### src/ads_pkg.sv
/*
  Constants for the dual-channel sample sequencer: register map, control fields,
  status bits, reset values and every sequencing delay but the hold pulse base expressed in system clocks.
  Assumes a 50 MHz system clock and a converter clock of half that rate.
*/
`default_nettype none

package ads_pkg;

  //////////////////////////////////////////////////////////////////////////////
  // Clock relationship.
  localparam int CLK_PERIOD_NS = 20;
  localparam int CONV_CLK_PERIOD_NS = 40;
  // One system clock is half a converter clock, so half-period delays are exact.
  localparam int HALF_PER_CONV = CONV_CLK_PERIOD_NS / CLK_PERIOD_NS;

  //////////////////////////////////////////////////////////////////////////////
  // Sequencing delays in converter clocks, then in system clocks.
  localparam int LEAD_TENTHS_CONV = 25;
  localparam int RES_A_FIRST_CONV = 4;
  localparam int RES_B_FIRST_CONV = 5;
  localparam int PERIOD_DUAL_EXTRA_CONV = 3;
  localparam int PERIOD_SINGLE_EXTRA_CONV = 2;
  localparam int HOLD_BASE_CONV = 1;
  localparam int LEAD_CYC = (LEAD_TENTHS_CONV * HALF_PER_CONV) / 10;
  localparam int RES_A_CYC = RES_A_FIRST_CONV * HALF_PER_CONV;
  localparam int RES_B_CYC = RES_B_FIRST_CONV * HALF_PER_CONV;
  localparam int GAP_DUAL_CYC = (PERIOD_DUAL_EXTRA_CONV - HOLD_BASE_CONV) * HALF_PER_CONV;
  localparam int GAP_SINGLE_CYC = (PERIOD_SINGLE_EXTRA_CONV - HOLD_BASE_CONV) * HALF_PER_CONV;
  localparam int IRQ_DELAY_CYC = 2;

  //////////////////////////////////////////////////////////////////////////////
  // Register byte offsets on the AXI4-Lite slave.
  localparam logic [7:0] ADDR_CONVERTER_CONTROL_ONE = 8'h00;
  localparam logic [7:0] ADDR_START = 8'h04;
  localparam logic [7:0] ADDR_STATUS = 8'h08;
  localparam logic [7:0] ADDR_MASK = 8'h0C;
  localparam logic [7:0] ADDR_RESULT_A = 8'h10;
  localparam logic [7:0] ADDR_RESULT_B = 8'h14;

  // Control register fields.
  localparam int CTRL_CHAN_LSB = 0;
  localparam int CTRL_GROUP_BIT = 3;
  localparam int CTRL_DUAL_BIT = 4;
  localparam int CTRL_PWM_EN_BIT = 5;
  localparam int CTRL_EXT_EN_BIT = 6;
  localparam int CTRL_ACQ_LSB = 8;
  localparam int CTRL_WRITABLE_W = 12;
  localparam logic [31:0] CTRL_RESET = 32'h0000_0060;
  localparam int START_GO_BIT = 0;

  // Status and mask bits.
  localparam int ST_RES_A = 0;
  localparam int ST_RES_B = 1;
  localparam int ST_OVERRUN = 2;
  localparam int ST_W = 3;
  localparam logic [2:0] MASK_RESET = 3'h0;

  localparam int CODE_W = 12;
  localparam logic [1:0] RESP_OKAY = 2'h0;
  localparam logic [1:0] RESP_SLVERR = 2'h2;

  typedef enum logic [1:0] {S_IDLE, S_LEAD, S_HOLD, S_GAP} ads_state_t;

endpackage : ads_pkg

`default_nettype wire

### src/ads_seq_top.sv
/*
  Control and sequencing of a pipelined converter in dual or single channel mode,
  with an AXI4-Lite register slave and a level interrupt.
  Assumes codes on CODE_A and CODE_B are valid at the sample instant, and all
  inputs are synchronous to CLK.
*/
// Summary of operation
// - Dual mode bit set converts one group A and one group B channel per pulse.
// - Dual mode keeps converting the pair pulse after pulse while triggers continue.
// - Conversions start from a PWM event, a software write or the external start input.
// - Both channels of the pair are captured together on the hold pulse falling edge.
// - Hold pulse lasts one plus the acquisition field converter clocks, field bits 8 to 11.
// - Sampling begins two and a half converter clocks after the trigger.
// - First sample: A result after 4 converter clocks, B result after 5.
// - Later samples: results follow previous ones by three plus acquisition converter clocks in dual mode, two plus in single mode.
// - Result interrupt flags are set a few system clocks after the result update.
// - Dual mode bit clear converts one selected channel per hold pulse.
`default_nettype none

module ads_seq_top (
  input wire logic CLK, // System clock, 50 MHz.
  input wire logic RST_B, // Asynchronous reset, active low.
  input wire logic CE, // Clock enable; low freezes all state.
  input wire logic PWM_EVENT_SOURCE, // One-cycle start pulse from the PWM.
  input wire logic EXTERNAL_CONVERSION_START, // External start level; rising edge starts.
  input wire logic [ads_pkg::CODE_W-1:0] CODE_A, // Code of the selected group A input.
  input wire logic [ads_pkg::CODE_W-1:0] CODE_B, // Code of the selected group B input.
  output logic CONVERTER_CLOCK, // Converter clock, half of CLK.
  output logic SH_PULSE, // Sample/hold pulse, high while acquiring.
  output logic [2:0] CHAN_A, // Channel index for group A.
  output logic [2:0] CHAN_B, // Channel index for group B.
  output logic CHAN_GROUP, // Single mode group select, 1 for group B.
  output logic BUSY, // Sequencer running.
  output logic IRQ, // Level interrupt.
  input wire logic [7:0] S_AXI_AWADDR, // Write address.
  input wire logic S_AXI_AWVALID, // Write address valid.
  output logic S_AXI_AWREADY, // Write address ready.
  input wire logic [31:0] S_AXI_WDATA, // Write data.
  input wire logic [3:0] S_AXI_WSTRB, // Write byte strobes.
  input wire logic S_AXI_WVALID, // Write data valid.
  output logic S_AXI_WREADY, // Write data ready.
  output logic [1:0] S_AXI_BRESP, // Write response.
  output logic S_AXI_BVALID, // Write response valid.
  input wire logic S_AXI_BREADY, // Write response ready.
  input wire logic [7:0] S_AXI_ARADDR, // Read address.
  input wire logic S_AXI_ARVALID, // Read address valid.
  output logic S_AXI_ARREADY, // Read address ready.
  output logic [31:0] S_AXI_RDATA, // Read data.
  output logic [1:0] S_AXI_RRESP, // Read response.
  output logic S_AXI_RVALID, // Read data valid.
  input wire logic S_AXI_RREADY // Read data ready.
);
  import ads_pkg::*;

  //////////////////////////////////////////////////////////////////////////////
  // Functions.

  // Hold pulse length minus one, in system clocks.
  function automatic logic [4:0] hold_last(input logic [3:0] acq);
    hold_last = 5'((HOLD_BASE_CONV + int'(acq)) * HALF_PER_CONV - 1);
  endfunction : hold_last

  function automatic logic [31:0] merge_bytes(input logic [31:0] old, input logic [31:0] data,
                                              input logic [3:0] strb);
    merge_bytes = old;
    for (int i = 0; i < 4; i++) begin
      if (strb[i]) begin
        merge_bytes[8*i +: 8] = data[8*i +: 8];
      end
    end
  endfunction : merge_bytes

  //////////////////////////////////////////////////////////////////////////////
  // Declarations.
  logic [31:0] ctrl;
  logic [ST_W-1:0] status;
  logic [ST_W-1:0] mask;
  logic [CODE_W-1:0] result_a;
  logic [CODE_W-1:0] result_b;
  logic aw_got, w_got;
  logic [7:0] awaddr_q;
  logic [31:0] wdata_q;
  logic [3:0] wstrb_q;
  logic do_wr, next_aw_got, next_w_got, next_bvalid;
  logic wr_known, rd_known;
  logic [31:0] rd_data;
  logic rd_status;
  logic sw_start, ext_q, trig_req;
  ads_state_t state;
  logic [4:0] cnt;
  logic [3:0] acq_run;
  logic dual_run, group_run, pend;
  logic sample_now, overrun;
  logic [CODE_W-1:0] cap_a;
  logic a_out_v, b_out_v;
  logic [CODE_W-1:0] a_out_d, b_out_d;
  logic res_a_wr, res_b_wr;
  logic [IRQ_DELAY_CYC-1:0] dly_a, dly_b;
  logic [ST_W-1:0] st_set, st_clr;
  logic [31:0] ctrl_merged, mask_merged;

  //////////////////////////////////////////////////////////////////////////////
  // AXI4-Lite write channel; address and data are taken in either order.
  assign do_wr = aw_got && w_got && !S_AXI_BVALID;
  assign next_aw_got = do_wr ? 1'b0 : (aw_got || (S_AXI_AWVALID && S_AXI_AWREADY));
  assign next_w_got = do_wr ? 1'b0 : (w_got || (S_AXI_WVALID && S_AXI_WREADY));
  assign next_bvalid = do_wr || (S_AXI_BVALID && !S_AXI_BREADY);
  assign wr_known = (awaddr_q[7:2] <= ADDR_RESULT_B[7:2]) && (awaddr_q[1:0] == 2'h0);

  always_ff @(posedge CLK or negedge RST_B) begin
    if (!RST_B) begin
      aw_got <= 1'b0;
      w_got <= 1'b0;
      awaddr_q <= 8'h00;
      wdata_q <= 32'h0000_0000;
      wstrb_q <= 4'h0;
      S_AXI_AWREADY <= 1'b0;
      S_AXI_WREADY <= 1'b0;
      S_AXI_BVALID <= 1'b0;
      S_AXI_BRESP <= RESP_OKAY;
    end else if (CE) begin
      if (S_AXI_AWVALID && S_AXI_AWREADY) begin
        awaddr_q <= S_AXI_AWADDR;
      end
      if (S_AXI_WVALID && S_AXI_WREADY) begin
        wdata_q <= S_AXI_WDATA;
        wstrb_q <= S_AXI_WSTRB;
      end
      aw_got <= next_aw_got;
      w_got <= next_w_got;
      S_AXI_AWREADY <= !next_aw_got && !next_bvalid;
      S_AXI_WREADY <= !next_w_got && !next_bvalid;
      S_AXI_BVALID <= next_bvalid;
      if (do_wr) begin
        S_AXI_BRESP <= wr_known ? RESP_OKAY : RESP_SLVERR;
      end
    end
  end

  assign ctrl_merged = merge_bytes(ctrl, wdata_q, wstrb_q);
  assign mask_merged = merge_bytes({29'h0000_0000, mask}, wdata_q, wstrb_q);

  // Writable registers; writes to read-only offsets are accepted and dropped.
  always_ff @(posedge CLK or negedge RST_B) begin
    if (!RST_B) begin
      ctrl <= CTRL_RESET;
      mask <= MASK_RESET;
      sw_start <= 1'b0;
    end else if (CE) begin
      sw_start <= 1'b0;
      if (do_wr && awaddr_q == ADDR_CONVERTER_CONTROL_ONE) begin
        ctrl <= {20'h0_0000, ctrl_merged[CTRL_WRITABLE_W-1:0]};
      end
      if (do_wr && awaddr_q == ADDR_MASK) begin
        mask <= mask_merged[ST_W-1:0];
      end
      if (do_wr && awaddr_q == ADDR_START && wstrb_q[0]) begin
        sw_start <= wdata_q[START_GO_BIT];
      end
    end
  end

  //////////////////////////////////////////////////////////////////////////////
  // AXI4-Lite read channel.
  always_comb begin
    rd_data = 32'h0000_0000;
    rd_known = (S_AXI_ARADDR[1:0] == 2'h0);
    case (S_AXI_ARADDR)
      ADDR_CONVERTER_CONTROL_ONE: rd_data = ctrl;
      ADDR_START: rd_data = {31'h0000_0000, BUSY};
      ADDR_STATUS: rd_data = {29'h0000_0000, status};
      ADDR_MASK: rd_data = {29'h0000_0000, mask};
      ADDR_RESULT_A: rd_data = {20'h0_0000, result_a};
      ADDR_RESULT_B: rd_data = {20'h0_0000, result_b};
      default: rd_known = 1'b0;
    endcase
  end

  assign rd_status = S_AXI_ARVALID && S_AXI_ARREADY && S_AXI_ARADDR == ADDR_STATUS;

  always_ff @(posedge CLK or negedge RST_B) begin
    if (!RST_B) begin
      S_AXI_ARREADY <= 1'b0;
      S_AXI_RVALID <= 1'b0;
      S_AXI_RDATA <= 32'h0000_0000;
      S_AXI_RRESP <= RESP_OKAY;
    end else if (CE) begin
      if (S_AXI_ARVALID && S_AXI_ARREADY) begin
        S_AXI_RDATA <= rd_data;
        S_AXI_RRESP <= rd_known ? RESP_OKAY : RESP_SLVERR;
        S_AXI_RVALID <= 1'b1;
        S_AXI_ARREADY <= 1'b0;
      end else if (S_AXI_RVALID && S_AXI_RREADY) begin
        S_AXI_RVALID <= 1'b0;
        S_AXI_ARREADY <= 1'b1;
      end else begin
        S_AXI_ARREADY <= !S_AXI_RVALID;
      end
    end
  end

  //////////////////////////////////////////////////////////////////////////////
  // Trigger sources; the external start is edge detected so a held level starts once.
  assign trig_req = (PWM_EVENT_SOURCE && ctrl[CTRL_PWM_EN_BIT])
                 || (EXTERNAL_CONVERSION_START && !ext_q && ctrl[CTRL_EXT_EN_BIT])
                 || sw_start;

  always_ff @(posedge CLK or negedge RST_B) begin
    if (!RST_B) begin
      ext_q <= 1'b0;
    end else if (CE) begin
      ext_q <= EXTERNAL_CONVERSION_START;
    end
  end

  //////////////////////////////////////////////////////////////////////////////
  // Converter clock. Each system clock is one converter half period, so both converter
  // edges are available for counting.
  always_ff @(posedge CLK or negedge RST_B) begin
    if (!RST_B) begin
      CONVERTER_CLOCK <= 1'b0;
    end else if (CE) begin
      CONVERTER_CLOCK <= !CONVERTER_CLOCK;
    end
  end

  //////////////////////////////////////////////////////////////////////////////
  // Sequencer. The gap after each pulse sets the sample period; a trigger seen during
  // a run is held and starts the next pulse without the lead-in delay.
  assign sample_now = (state == S_HOLD) && (cnt == 5'h00);
  assign overrun = trig_req && pend && (state != S_IDLE);

  always_ff @(posedge CLK or negedge RST_B) begin
    if (!RST_B) begin
      state <= S_IDLE;
      cnt <= 5'h00;
      acq_run <= 4'h0;
      dual_run <= 1'b0;
      group_run <= 1'b0;
      pend <= 1'b0;
      SH_PULSE <= 1'b0;
      BUSY <= 1'b0;
      CHAN_A <= 3'h0;
      CHAN_B <= 3'h0;
      CHAN_GROUP <= 1'b0;
    end else if (CE) begin
      case (state)
        S_IDLE: begin
          if (trig_req) begin
            state <= S_LEAD;
            cnt <= 5'(LEAD_CYC - 1);
            acq_run <= ctrl[CTRL_ACQ_LSB +: 4];
            dual_run <= ctrl[CTRL_DUAL_BIT];
            group_run <= !ctrl[CTRL_DUAL_BIT] && ctrl[CTRL_GROUP_BIT];
            CHAN_A <= ctrl[CTRL_CHAN_LSB +: 3];
            CHAN_B <= ctrl[CTRL_CHAN_LSB +: 3];
            CHAN_GROUP <= !ctrl[CTRL_DUAL_BIT] && ctrl[CTRL_GROUP_BIT];
            BUSY <= 1'b1;
          end
        end
        S_LEAD: begin
          pend <= pend || trig_req;
          if (cnt == 5'h00) begin
            state <= S_HOLD;
            cnt <= hold_last(acq_run);
            SH_PULSE <= 1'b1;
          end else begin
            cnt <= cnt - 5'h01;
          end
        end
        S_HOLD: begin
          pend <= pend || trig_req;
          if (cnt == 5'h00) begin
            state <= S_GAP;
            SH_PULSE <= 1'b0;
            cnt <= dual_run ? 5'(GAP_DUAL_CYC - 1) : 5'(GAP_SINGLE_CYC - 1);
          end else begin
            cnt <= cnt - 5'h01;
          end
        end
        S_GAP: begin
          if (cnt != 5'h00) begin
            cnt <= cnt - 5'h01;
            pend <= pend || trig_req;
          end else if (pend || trig_req) begin
            state <= S_HOLD;
            pend <= 1'b0;
            cnt <= hold_last(acq_run);
            SH_PULSE <= 1'b1;
          end else begin
            state <= S_IDLE;
            BUSY <= 1'b0;
          end
        end
        default: begin
          state <= S_IDLE;
        end
      endcase
    end
  end

  //////////////////////////////////////////////////////////////////////////////
  // Capture and result pipelines. Both codes enter on the same falling edge.
  assign cap_a = group_run ? CODE_B : CODE_A;

  ads_delay_line #(.DEPTH(RES_A_CYC)) u_pipe_a (
    .clk(CLK),
    .rst_b(RST_B),
    .ce(CE),
    .in_valid(sample_now),
    .in_data(cap_a),
    .out_valid(a_out_v),
    .out_data(a_out_d)
  );

  ads_delay_line #(.DEPTH(RES_B_CYC)) u_pipe_b (
    .clk(CLK),
    .rst_b(RST_B),
    .ce(CE),
    .in_valid(sample_now && dual_run),
    .in_data(CODE_B),
    .out_valid(b_out_v),
    .out_data(b_out_d)
  );

  always_ff @(posedge CLK or negedge RST_B) begin
    if (!RST_B) begin
      result_a <= 12'h000;
      result_b <= 12'h000;
      res_a_wr <= 1'b0;
      res_b_wr <= 1'b0;
    end else if (CE) begin
      res_a_wr <= a_out_v;
      res_b_wr <= b_out_v;
      if (a_out_v) begin
        result_a <= a_out_d;
      end
      if (b_out_v) begin
        result_b <= b_out_d;
      end
    end
  end

  //////////////////////////////////////////////////////////////////////////////
  // Result flags lag the result update so software never sees a flag before data.
  assign st_set = {overrun, dly_b[IRQ_DELAY_CYC-1], dly_a[IRQ_DELAY_CYC-1]};
  assign st_clr = rd_status ? status : 3'h0;

  always_ff @(posedge CLK or negedge RST_B) begin
    if (!RST_B) begin
      dly_a <= '0;
      dly_b <= '0;
      status <= 3'h0;
      IRQ <= 1'b0;
    end else if (CE) begin
      dly_a <= {dly_a[IRQ_DELAY_CYC-2:0], a_out_v};
      dly_b <= {dly_b[IRQ_DELAY_CYC-2:0], b_out_v};
      status <= (status & ~st_clr) | st_set;
      IRQ <= |(status & mask);
    end
  end

  //////////////////////////////////////////////////////////////////////////////
  // Checks; they assume CE stays high.
  a_lead_delay: assert property (@(posedge CLK) disable iff (!RST_B)
    (state == S_IDLE && trig_req && CE) |-> ##(LEAD_CYC + 1) $rose(SH_PULSE))
    else $error("Hold pulse did not start two and a half converter clocks after trigger.");

  a_hold_width: assert property (@(posedge CLK) disable iff (!RST_B)
    $rose(SH_PULSE) |-> (SH_PULSE && cnt == hold_last(acq_run)))
    else $error("Hold pulse length not loaded from the acquisition field.");

  a_first_result_a: assert property (@(posedge CLK) disable iff (!RST_B)
    $fell(SH_PULSE) |-> ##(RES_A_CYC) (res_a_wr && result_a == $past(cap_a, RES_A_CYC + 1)))
    else $error("Group A result not written four converter clocks after sampling.");

  a_first_result_b: assert property (@(posedge CLK) disable iff (!RST_B)
    ($fell(SH_PULSE) && dual_run) |-> ##(RES_B_CYC) (res_b_wr && $past(res_a_wr, 2)))
    else $error("Group B result not written five converter clocks after sampling.");

  a_single_no_b: assert property (@(posedge CLK) disable iff (!RST_B)
    ($fell(SH_PULSE) && !dual_run) |-> ##(RES_B_CYC) !res_b_wr)
    else $error("Single channel mode wrote a group B result.");

  a_pair_index: assert property (@(posedge CLK) disable iff (!RST_B)
    (BUSY && dual_run) |-> (CHAN_A == CHAN_B && !CHAN_GROUP))
    else $error("Dual mode channels differ in index.");

  a_cont_period: assert property (@(posedge CLK) disable iff (!RST_B)
    ($fell(SH_PULSE) && dual_run && pend) |-> ##(GAP_DUAL_CYC) $rose(SH_PULSE))
    else $error("Next dual sample not three plus acquisition clocks after previous.");

  a_flag_after: assert property (@(posedge CLK) disable iff (!RST_B)
    $rose(status[ST_RES_A]) |-> $past(res_a_wr, IRQ_DELAY_CYC))
    else $error("Result flag set without a result write two cycles earlier.");

  a_flag_set: assert property (@(posedge CLK) disable iff (!RST_B)
    res_b_wr |-> ##(IRQ_DELAY_CYC) status[ST_RES_B])
    else $error("Group B flag not set after result write.");

  a_conv_clock: assert property (@(posedge CLK) disable iff (!RST_B)
    (RST_B && CE) |=> (CONVERTER_CLOCK != $past(CONVERTER_CLOCK)))
    else $error("Converter clock did not toggle every system clock.");

endmodule : ads_seq_top

`default_nettype wire

### src/ads_delay_line.sv
/*
  Fixed-depth pipeline that carries a captured conversion code with a valid flag.
  Assumes the caller loads it on the sample instant and reads the last stage.
*/
`default_nettype none

module ads_delay_line #(
  parameter int DEPTH = 7
) (
  input wire logic clk, // System clock.
  input wire logic rst_b, // Asynchronous reset, active low.
  input wire logic ce, // Clock enable.
  input wire logic in_valid, // Code captured this cycle.
  input wire logic [ads_pkg::CODE_W-1:0] in_data, // Captured code.
  output logic out_valid, // Last stage valid.
  output logic [ads_pkg::CODE_W-1:0] out_data // Last stage code.
);
  import ads_pkg::*;

  logic [DEPTH-1:0] vld;
  logic [CODE_W-1:0] dat [DEPTH];

  // Several samples can be in flight at once, so each stage keeps its own code.
  always_ff @(posedge clk or negedge rst_b) begin
    if (!rst_b) begin
      vld <= '0;
      for (int i = 0; i < DEPTH; i++) begin
        dat[i] <= '0;
      end
    end else if (ce) begin
      vld[0] <= in_valid;
      dat[0] <= in_data;
      for (int i = 1; i < DEPTH; i++) begin
        vld[i] <= vld[i-1];
        dat[i] <= dat[i-1];
      end
    end
  end

  assign out_valid = vld[DEPTH-1];
  assign out_data = dat[DEPTH-1];

endmodule : ads_delay_line

`default_nettype wire

### config.mk
export PLATFORM = sky130hd
export DESIGN_NAME = ads_seq_top
export DESIGN_NICKNAME = d
export VERILOG_FILES = /design/src/ads_pkg.sv /design/src/ads_seq_top.sv /design/src/ads_delay_line.sv
export SDC_FILE = /design/constraint.sdc
export NUM_CORES = 1
export LEC_CHECK = 0
export BUFFER_PORTS_ARGS = -buffer_cell sky130_fd_sc_hd__buf_4
export CAP_MARGIN = 20
export CORE_ASPECT_RATIO = 0.9
export CORE_MARGIN = 2
export CORE_UTILIZATION = 35
export CTS_BUF_LIST = sky130_fd_sc_hd__clkbuf_4 sky130_fd_sc_hd__clkbuf_8
export CTS_CLUSTER_SIZE = 28
export DETAILED_ROUTE_END_ITERATION = 7
export PLACE_DENSITY = 0.61
export SYNTH_ARGS = -nofsm -noshare
export SYNTH_HDL_FRONTEND = slang
export SYNTH_SLANG_ARGS = --single-unit
### constraint.sdc
create_clock -name CLK -period 2.2 [get_ports CLK]
set_input_delay 0.55 -clock CLK [delete_from_list [all_inputs] [get_ports CLK]]
set_output_delay 0.55 -clock CLK [all_outputs]
set_load 0.01 [all_outputs]
==> impl_results.md, run 1 <==
* Synth warn at 0
* Top Family by Delay on Critical Path: simple AND/OR/NAND/NOR gates
* CTS Sinks at 346
* Clock transition at the registers of the reported paths at 60 ps
* WL final at 24.68 mm
* Antenna viol nets, final at 0
* CP max-delay cell: or4_4
* Top cells by count, synth: dfrtp_1 (344), mux2_2 (292), buf_2 (28), mux2i_1 (28), buf_4 (25)
* CP Launch Point: awaddr_q[7]
* CTS HTree Levels at 2
* Post-CTS Setup Bufs at 0
* Vias in the first global route at 7766
* Congestion Overflow GR at 0
* Synth-to-Final Area Change at 18.51%
* Port buffer count at 93
* Maximum fanout along the worst path at 8
* Smallest hold slack at 192.2 ps
* Tmin final at 2064 ps
* Dpl hpwl at 16.43 mm
* Placed Instances at 1543
* Dpl cell area at 0.01522 mm²
* Wire length of the first global-routing pass at 41.05 mm
* DRT Pass-1 Iters at 4
* Count of final hold-check violations at 0
* Worst skew pair latency at 580 ps
* Die area at 0.04116 mm²
* Cell Area, Synth at 0.01384 mm²
* Die Wd at 213.6 µm
* Die H at 192.7 µm
* Synth unique cells at 60
* Cells after Synth at 939
* Fin Setup TNS at 0 ps
* FP Rows at 69
* Final slew viol count at 0
* Slowest cell delay on critical path at 560 ps
* Critical path class: flop to flop
* Initial drt markers at 400
* Final Skew at 24.37 ps
* Tightest Pin Transition at 633.9 ps
* Syn_area_per_cell at 14.74 µm²
* Ports at 138
* Initial antenna violation count at 0
* Number of synthesized register bits at 346
* Peak Freq at 484.6 MHz
* Tcrit/Tclk final at 93.80%
* Rel. slew slack at 57.21%
* Layout cells sized above 1 at 47.03%
* Register area share after synthesis at 62.57%
* Count of final setup violators at 0
* Post-layout util at 41.76%
* Final net count at 1156
* Pwr Density at 1072 mW/mm²
* WP buf/inv at 1
* Crit path launch type: flop
* Most frequent cell after synthesis: dfrtp_1
* Final WS setup at 136.4 ps
* Critical Path End Type: flop
* Number of vias per cell at 4.660
* Routability cong. at 0.7937
* IR Drop Worst-Case VDD at 0.4888 mV
* Post-route cell area at 0.01640 mm²
* Final cell count without fillers at 1642
* Antenna fix cells at 0
* DRC Markers at 0
* CTS tree: done
* Static leakage at 7.402 nW
* RSZ-0062 raised after global routing: false
* Core Box Area at 0.03928 mm²
* Critical-path cell list: or4_4, nor4_4, and4bb_1, buf_12, mux2_2
* Total power at 17.58 mW
* Async set-or-reset flop fraction in the synthesized netlist at 100.0%
* Total CTS buffers at 54
* Largest net degree at the start of global routing at 87
* Vias post-DR at 7652
* Routed WL per cell at 15.03 µm
* Top-area cell type share of the netlist area at 62.19%
* Status: completed
* Dominant cell type by area after synthesis: dfrtp_1
* Top FF cell, synth: dfrtp_1
* CTS Buffer Depth at 3
* Max-cap violation count at 0
* Initial core utilization at 35.24%
* Critical path arrival at 2510 ps
* Post-synth EDFFs at 0
* Largest cells by area after synthesis: dfrtp_1 (62%), mux2_2 (24%), mux2i_1 (2.0%), buf_4 (1.4%), buf_2 (1.0%)
* R2r setup slk at 140 ps
* Root buf cell: clkbuf_8
* CP required at 2650 ps
* Placement Setup Slack at 61.69 ps
* GRT Overall Usage at 12.34%
* Hold_sp: CE
* Worst R2R Start: awaddr_q[7]
* Worst Hold Class: input pin to flop
-- timing repair --
item                                    4_1_cts  5_1_grt
resized for setup                             0        1
endpoints found under the hold margin        39        0
endpoints found under the setup margin        0        7
hold buffers                                  1        0
-- layout make-up --
cell class                      instances  area [µm²]
Clock buffer                           90        1095
Clock inverter                          8       70.07
Inverter                               15       56.30
Fill cell                            3671       22880
Multi-Input combinational cell        527        4808
Timing Repair Buffer                  124        1049
Sequential cell                       346        8661
Tap cell                              532       665.6
-- registers in the layout (all words and copies together) (netlist names), 4 cells and up --
register,flops
u_pipe_b.vld,10
acq_run,4
u_pipe_a.out_data,12
u_pipe_b.out_data,12
result_a,12
u_pipe_b.dat,108
cnt,5
result_b,12
u_pipe_a.dat,84
u_pipe_a.vld,8
awaddr_q,8
ctrl,12
S_AXI_RDATA,12
wdata_q,12
-- cell families after synthesis --
logic type	share of synthesized area (%)
flip-flops	62.57
multiplexers	25.78
AND/OR/NAND/NOR	3.553
AO/OA/AOI/OAI	4.357
buffers and inverters	3.344
XOR/XNOR	0.1899
adder cells (fa/ha/maj)	0.1808
other	0.02709
-- layer usage --
layer | vias to the layer above | share of wire (%) | track usage (%)
met4 | 0 | 2.0 | 3.953
met1 | 3836 | 51 | 18.50
met2 | 179 | 41 | 17.38
met5 | - | 0 | 0
li1 | 3596 | - | -
met3 | 41 | 6.0 | 3.043
-- path summary, 6_finish.rpt --
check                                       end  cells after the start
worst min-delay path                        IRQ                      2
min in group asynchronous          S_AXI_WREADY                      2
worst max-delay path                    ctrl[3]                      5
worst max register to register          ctrl[3]                      5
worst min register to register  CONVERTER_CLOCK                      1
max in group asynchronous               ctrl[5]                      3
-- power by group --
group          leakage [nW]  internal (mW)  total (mW)  switching, mW
Sequential             4.19           8.08        9.08          0.996
Clock                 0.622           3.24        5.63           2.39
Combinational          2.59           1.76        2.88           1.11
Total                  7.40           13.1        17.6           4.49
-- placed cells by master, fill, tap and decap left out, types with 4 or more instances in the layout --
cell	n
nor2_1	21
buf_12	8
nand4_1	5
mux2_2	292
nand3_1	12
nand2_1	24
nor2b_1	4
clkbuf_4	23
mux2i_1	28
a2bb2oi_1	9
a21oi_1	19
o21ai_0	23
clkinv_2	5
clkbuf_8	67
buf_4	113
and3_1	5
dfrtp_1	344
inv_1	15
conb_1	22
(Power assumes the default switching activity.)
==> run 2: changes to the inputs <==
Settings changed: PLACE_DENSITY 0.61 to not set.
Clock period 2.2 ns to 2.33 ns, I/O delays scaled along.
==> run 2 against run 1 <==
Net effect: final cell count about the same; clock power down 1%; total power down 4.2%; global-route usage up 0.11 points; count of clock-buffer cells in the layout down 1; critical path depth unchanged; core utilization up 0.11 points; die area unchanged; combinational power down 7.3%; critical endpoint is now ctrl[2]; highest routed layer unchanged.
==> impl_results.md, run 2 (synthesis results as in run 1) <==
* Status: completed (unchanged)
* Routed WL per cell at 15.07 µm (was 15.03 µm)
* Maximum fanout along the worst path at 8 (unchanged)
* CTS resizes at 0 (unchanged)
* Count of final setup violators at 0 (unchanged)
* Post-CTS Setup Bufs at 0 (unchanged)
* Logic gate share of total power at 15.9% (was 16.4%)
* Total CTS buffers at 55 (was 54)
* Port buffer count at 93 (unchanged)
* CTS Sinks at 346 (unchanged)
* CTS HTree Levels at 2 (unchanged)
* Dpl hpwl at 16.26 mm (was 16.43 mm)
* Most frequent cells in the layout: dfrtp_1 (344), mux2_2 (292), buf_4 (112), clkbuf_8 (76), mux2i_1 (28) (was dfrtp_1 (344), mux2_2 (292), buf_4 (113), clkbuf_8 (67), mux2i_1 (28))
* Pwr Density at 1024 mW/mm² (was 1072 mW/mm²)
* Most flops, register: u_pipe_b.dat (unchanged)
* Max-cap violation count at 0 (unchanged)
* Final slew viol count at 0 (unchanged)
* RSZ-0062 raised after global routing: false (unchanged)
* Sw Pwr at 4.338 mW (was 4.494 mW)
* Critical path arrival at 2620 ps (was 2510 ps)
* Final net count at 1155 (was 1156)
* CTS Buffer Depth at 3 (unchanged)
* Met2 WL at 10.20 mm (was 10.14 mm)
* Worst Hold Class: input pin to flop (unchanged)
* Dpl cell area at 0.01520 mm² (was 0.01522 mm²)
* Synth-to-Final Area Change at 18.83% (was 18.51%)
* Tightest Pin Transition at 729.6 ps (was 633.9 ps)
* Flop pwr share at 51.1% (was 51.6%)
* Hold Buf Count CTS at 1 (unchanged)
* Layout cells sized above 1 at 46.89% (was 47.03%)
* Ports at 138 (unchanged)
* Largest net degree at the start of global routing at 89 (was 87)
* Static leakage at 7.426 nW (was 7.402 nW)
* Initial core utilization at 35.24% (unchanged)
* Crit path launch type: flop (unchanged)
* Congestion Overflow GR at 0 (unchanged)
* IR Drop Worst-Case VDD at 0.4474 mV (was 0.4888 mV)
* WL final at 24.74 mm (was 24.68 mm)
* Peak Freq at 464.7 MHz (was 484.6 MHz)
* Final Skew at 19.22 ps (was 24.37 ps)
* Top flop regs: u_pipe_b.dat (108), u_pipe_a.dat (84) (unchanged)
* Antenna viol nets, final at 0 (unchanged)
* CTS tree: done (unchanged)
* Die area at 0.04116 mm² (unchanged)
* Fill cells at 3653 (was 3671)
* Internal at 12.50 mW (was 13.09 mW)
* Clock power frac at 33.1% (was 32.0%)
* Final WS setup at 178.2 ps (was 136.4 ps)
* CP required at 2800 ps (was 2650 ps)
* Vias post-DR at 7592 (was 7652)
* DRT Pass-1 Iters at 4 (unchanged)
* Most common cell after layout, fill and taps aside: dfrtp_1 (unchanged)
* Initial drt markers at 421 (was 400)
* Smallest hold slack at 205.3 ps (was 192.2 ps)
* Placement Setup Slack at 198.8 ps (was 61.69 ps)
* Top sig layer: met4 (unchanged)
* Tcrit/Tclk final at 92.35% (was 93.80%)
* Die Wd at 213.6 µm (unchanged)
* Number of vias per cell at 4.626 (was 4.660)
* Largest register FFs at 108 (unchanged)
* Routed metal-1 wirelength at 12.58 mm (was 12.57 mm)
* Antenna fix cells at 0 (unchanged)
* Placed Instances at 1541 (was 1543)
* Critical Path End Type: flop (unchanged)
* Fin Setup TNS at 0 ps (unchanged)
* Clock transition at the registers of the reported paths at 60 ps (about the same)
* Rel. slew slack at 50.74% (was 57.21%)
* Tmin final at 2152 ps (was 2064 ps)
* Post-route cell area at 0.01645 mm² (was 0.01640 mm²)
* DRC Markers at 0 (unchanged)
* Critical path class: flop to flop (unchanged)
* Root buf cell: clkbuf_8 (unchanged)
* FP Rows at 69 (unchanged)
* Die H at 192.7 µm (unchanged)
* Routability cong. at 0.8083 (was 0.7937)
* Met3 routed WL at 1.480 mm (was 1.470 mm)
* Switching Share at 25.76% (was 25.55%)
* Post-layout util at 41.87% (was 41.76%)
* Worst skew pair latency at 600 ps (was 580 ps)
* Vias in the first global route at 7763 (was 7766)
* Count of final hold-check violations at 0 (unchanged)
* Core Box Area at 0.03928 mm² (unchanged)
* Wire length of the first global-routing pass at 41.33 mm (was 41.05 mm)
* Initial antenna violation count at 0 (unchanged)
* GRT Overall Usage at 12.45% (was 12.34%)
* Final cell count without fillers at 1641 (was 1642)
* Total power at 16.84 mW (was 17.58 mW)
==> run 2: final timing paths <==
kind / slack (ps) / startpoint / end / cells past startpoint
min in group asynchronous: 500 / RST_B / awaddr_q[6] / 2
hold / removal: 210 / CE / IRQ / 2
hold reg to reg: 490 / S_AXI_RDATA[5] / S_AXI_RDATA[5] / 2
setup / recovery: 180 / awaddr_q[7] / ctrl[2] / 5
setup reg to reg: 180 / awaddr_q[7] / ctrl[2] / 5
max in group asynchronous: 1090 / RST_B / result_b[9] / 3
==> run 2: area by class of cell <==
cell class | count | area [µm²] | area share (%)
flip-flops and latches | 346 | 8661 | 52.65
multi-input cells | 527 | 4802 | 29.20
inverters | 15 | 56.30 | 0.3423
clock buffers | 89 | 1144 | 6.953
repair buffers | 122 | 1021 | 6.207
clock inverters | 10 | 98.84 | 0.6009
well taps | 532 | 665.6 | 4.047
==> run 2: metal layers <==
metal,up-vias,track usage (%)
li1,3609,-
met1,3757,18.28
met2,183,18.02
met3,43,3.027
met4,0,4.033
met5,-,0
==> run 2: worst max-delay path, stage by stage (launching register included) <==
cell and delay, ps:
dfrtp_1 380, or4_4 580, nor4_4 300, and4bb_1 240, buf_4 180, mux2_2 350
==> run 2: power groups by stage <==
| stage | logic [mW] | clock network (mW) | registers [mW] |
|---|---|---|---|
| after floorplan | 2.08 | 0 | 8.34 |
| after global placement | 2.61 | 0 | 8.65 |
| after detailed placement | 2.70 | 0 | 8.71 |
| after CTS | 2.73 | 5.78 | 8.62 |
| after global routing | 2.99 | 6.07 | 8.85 |
| final | 2.67 | 5.57 | 8.60 |
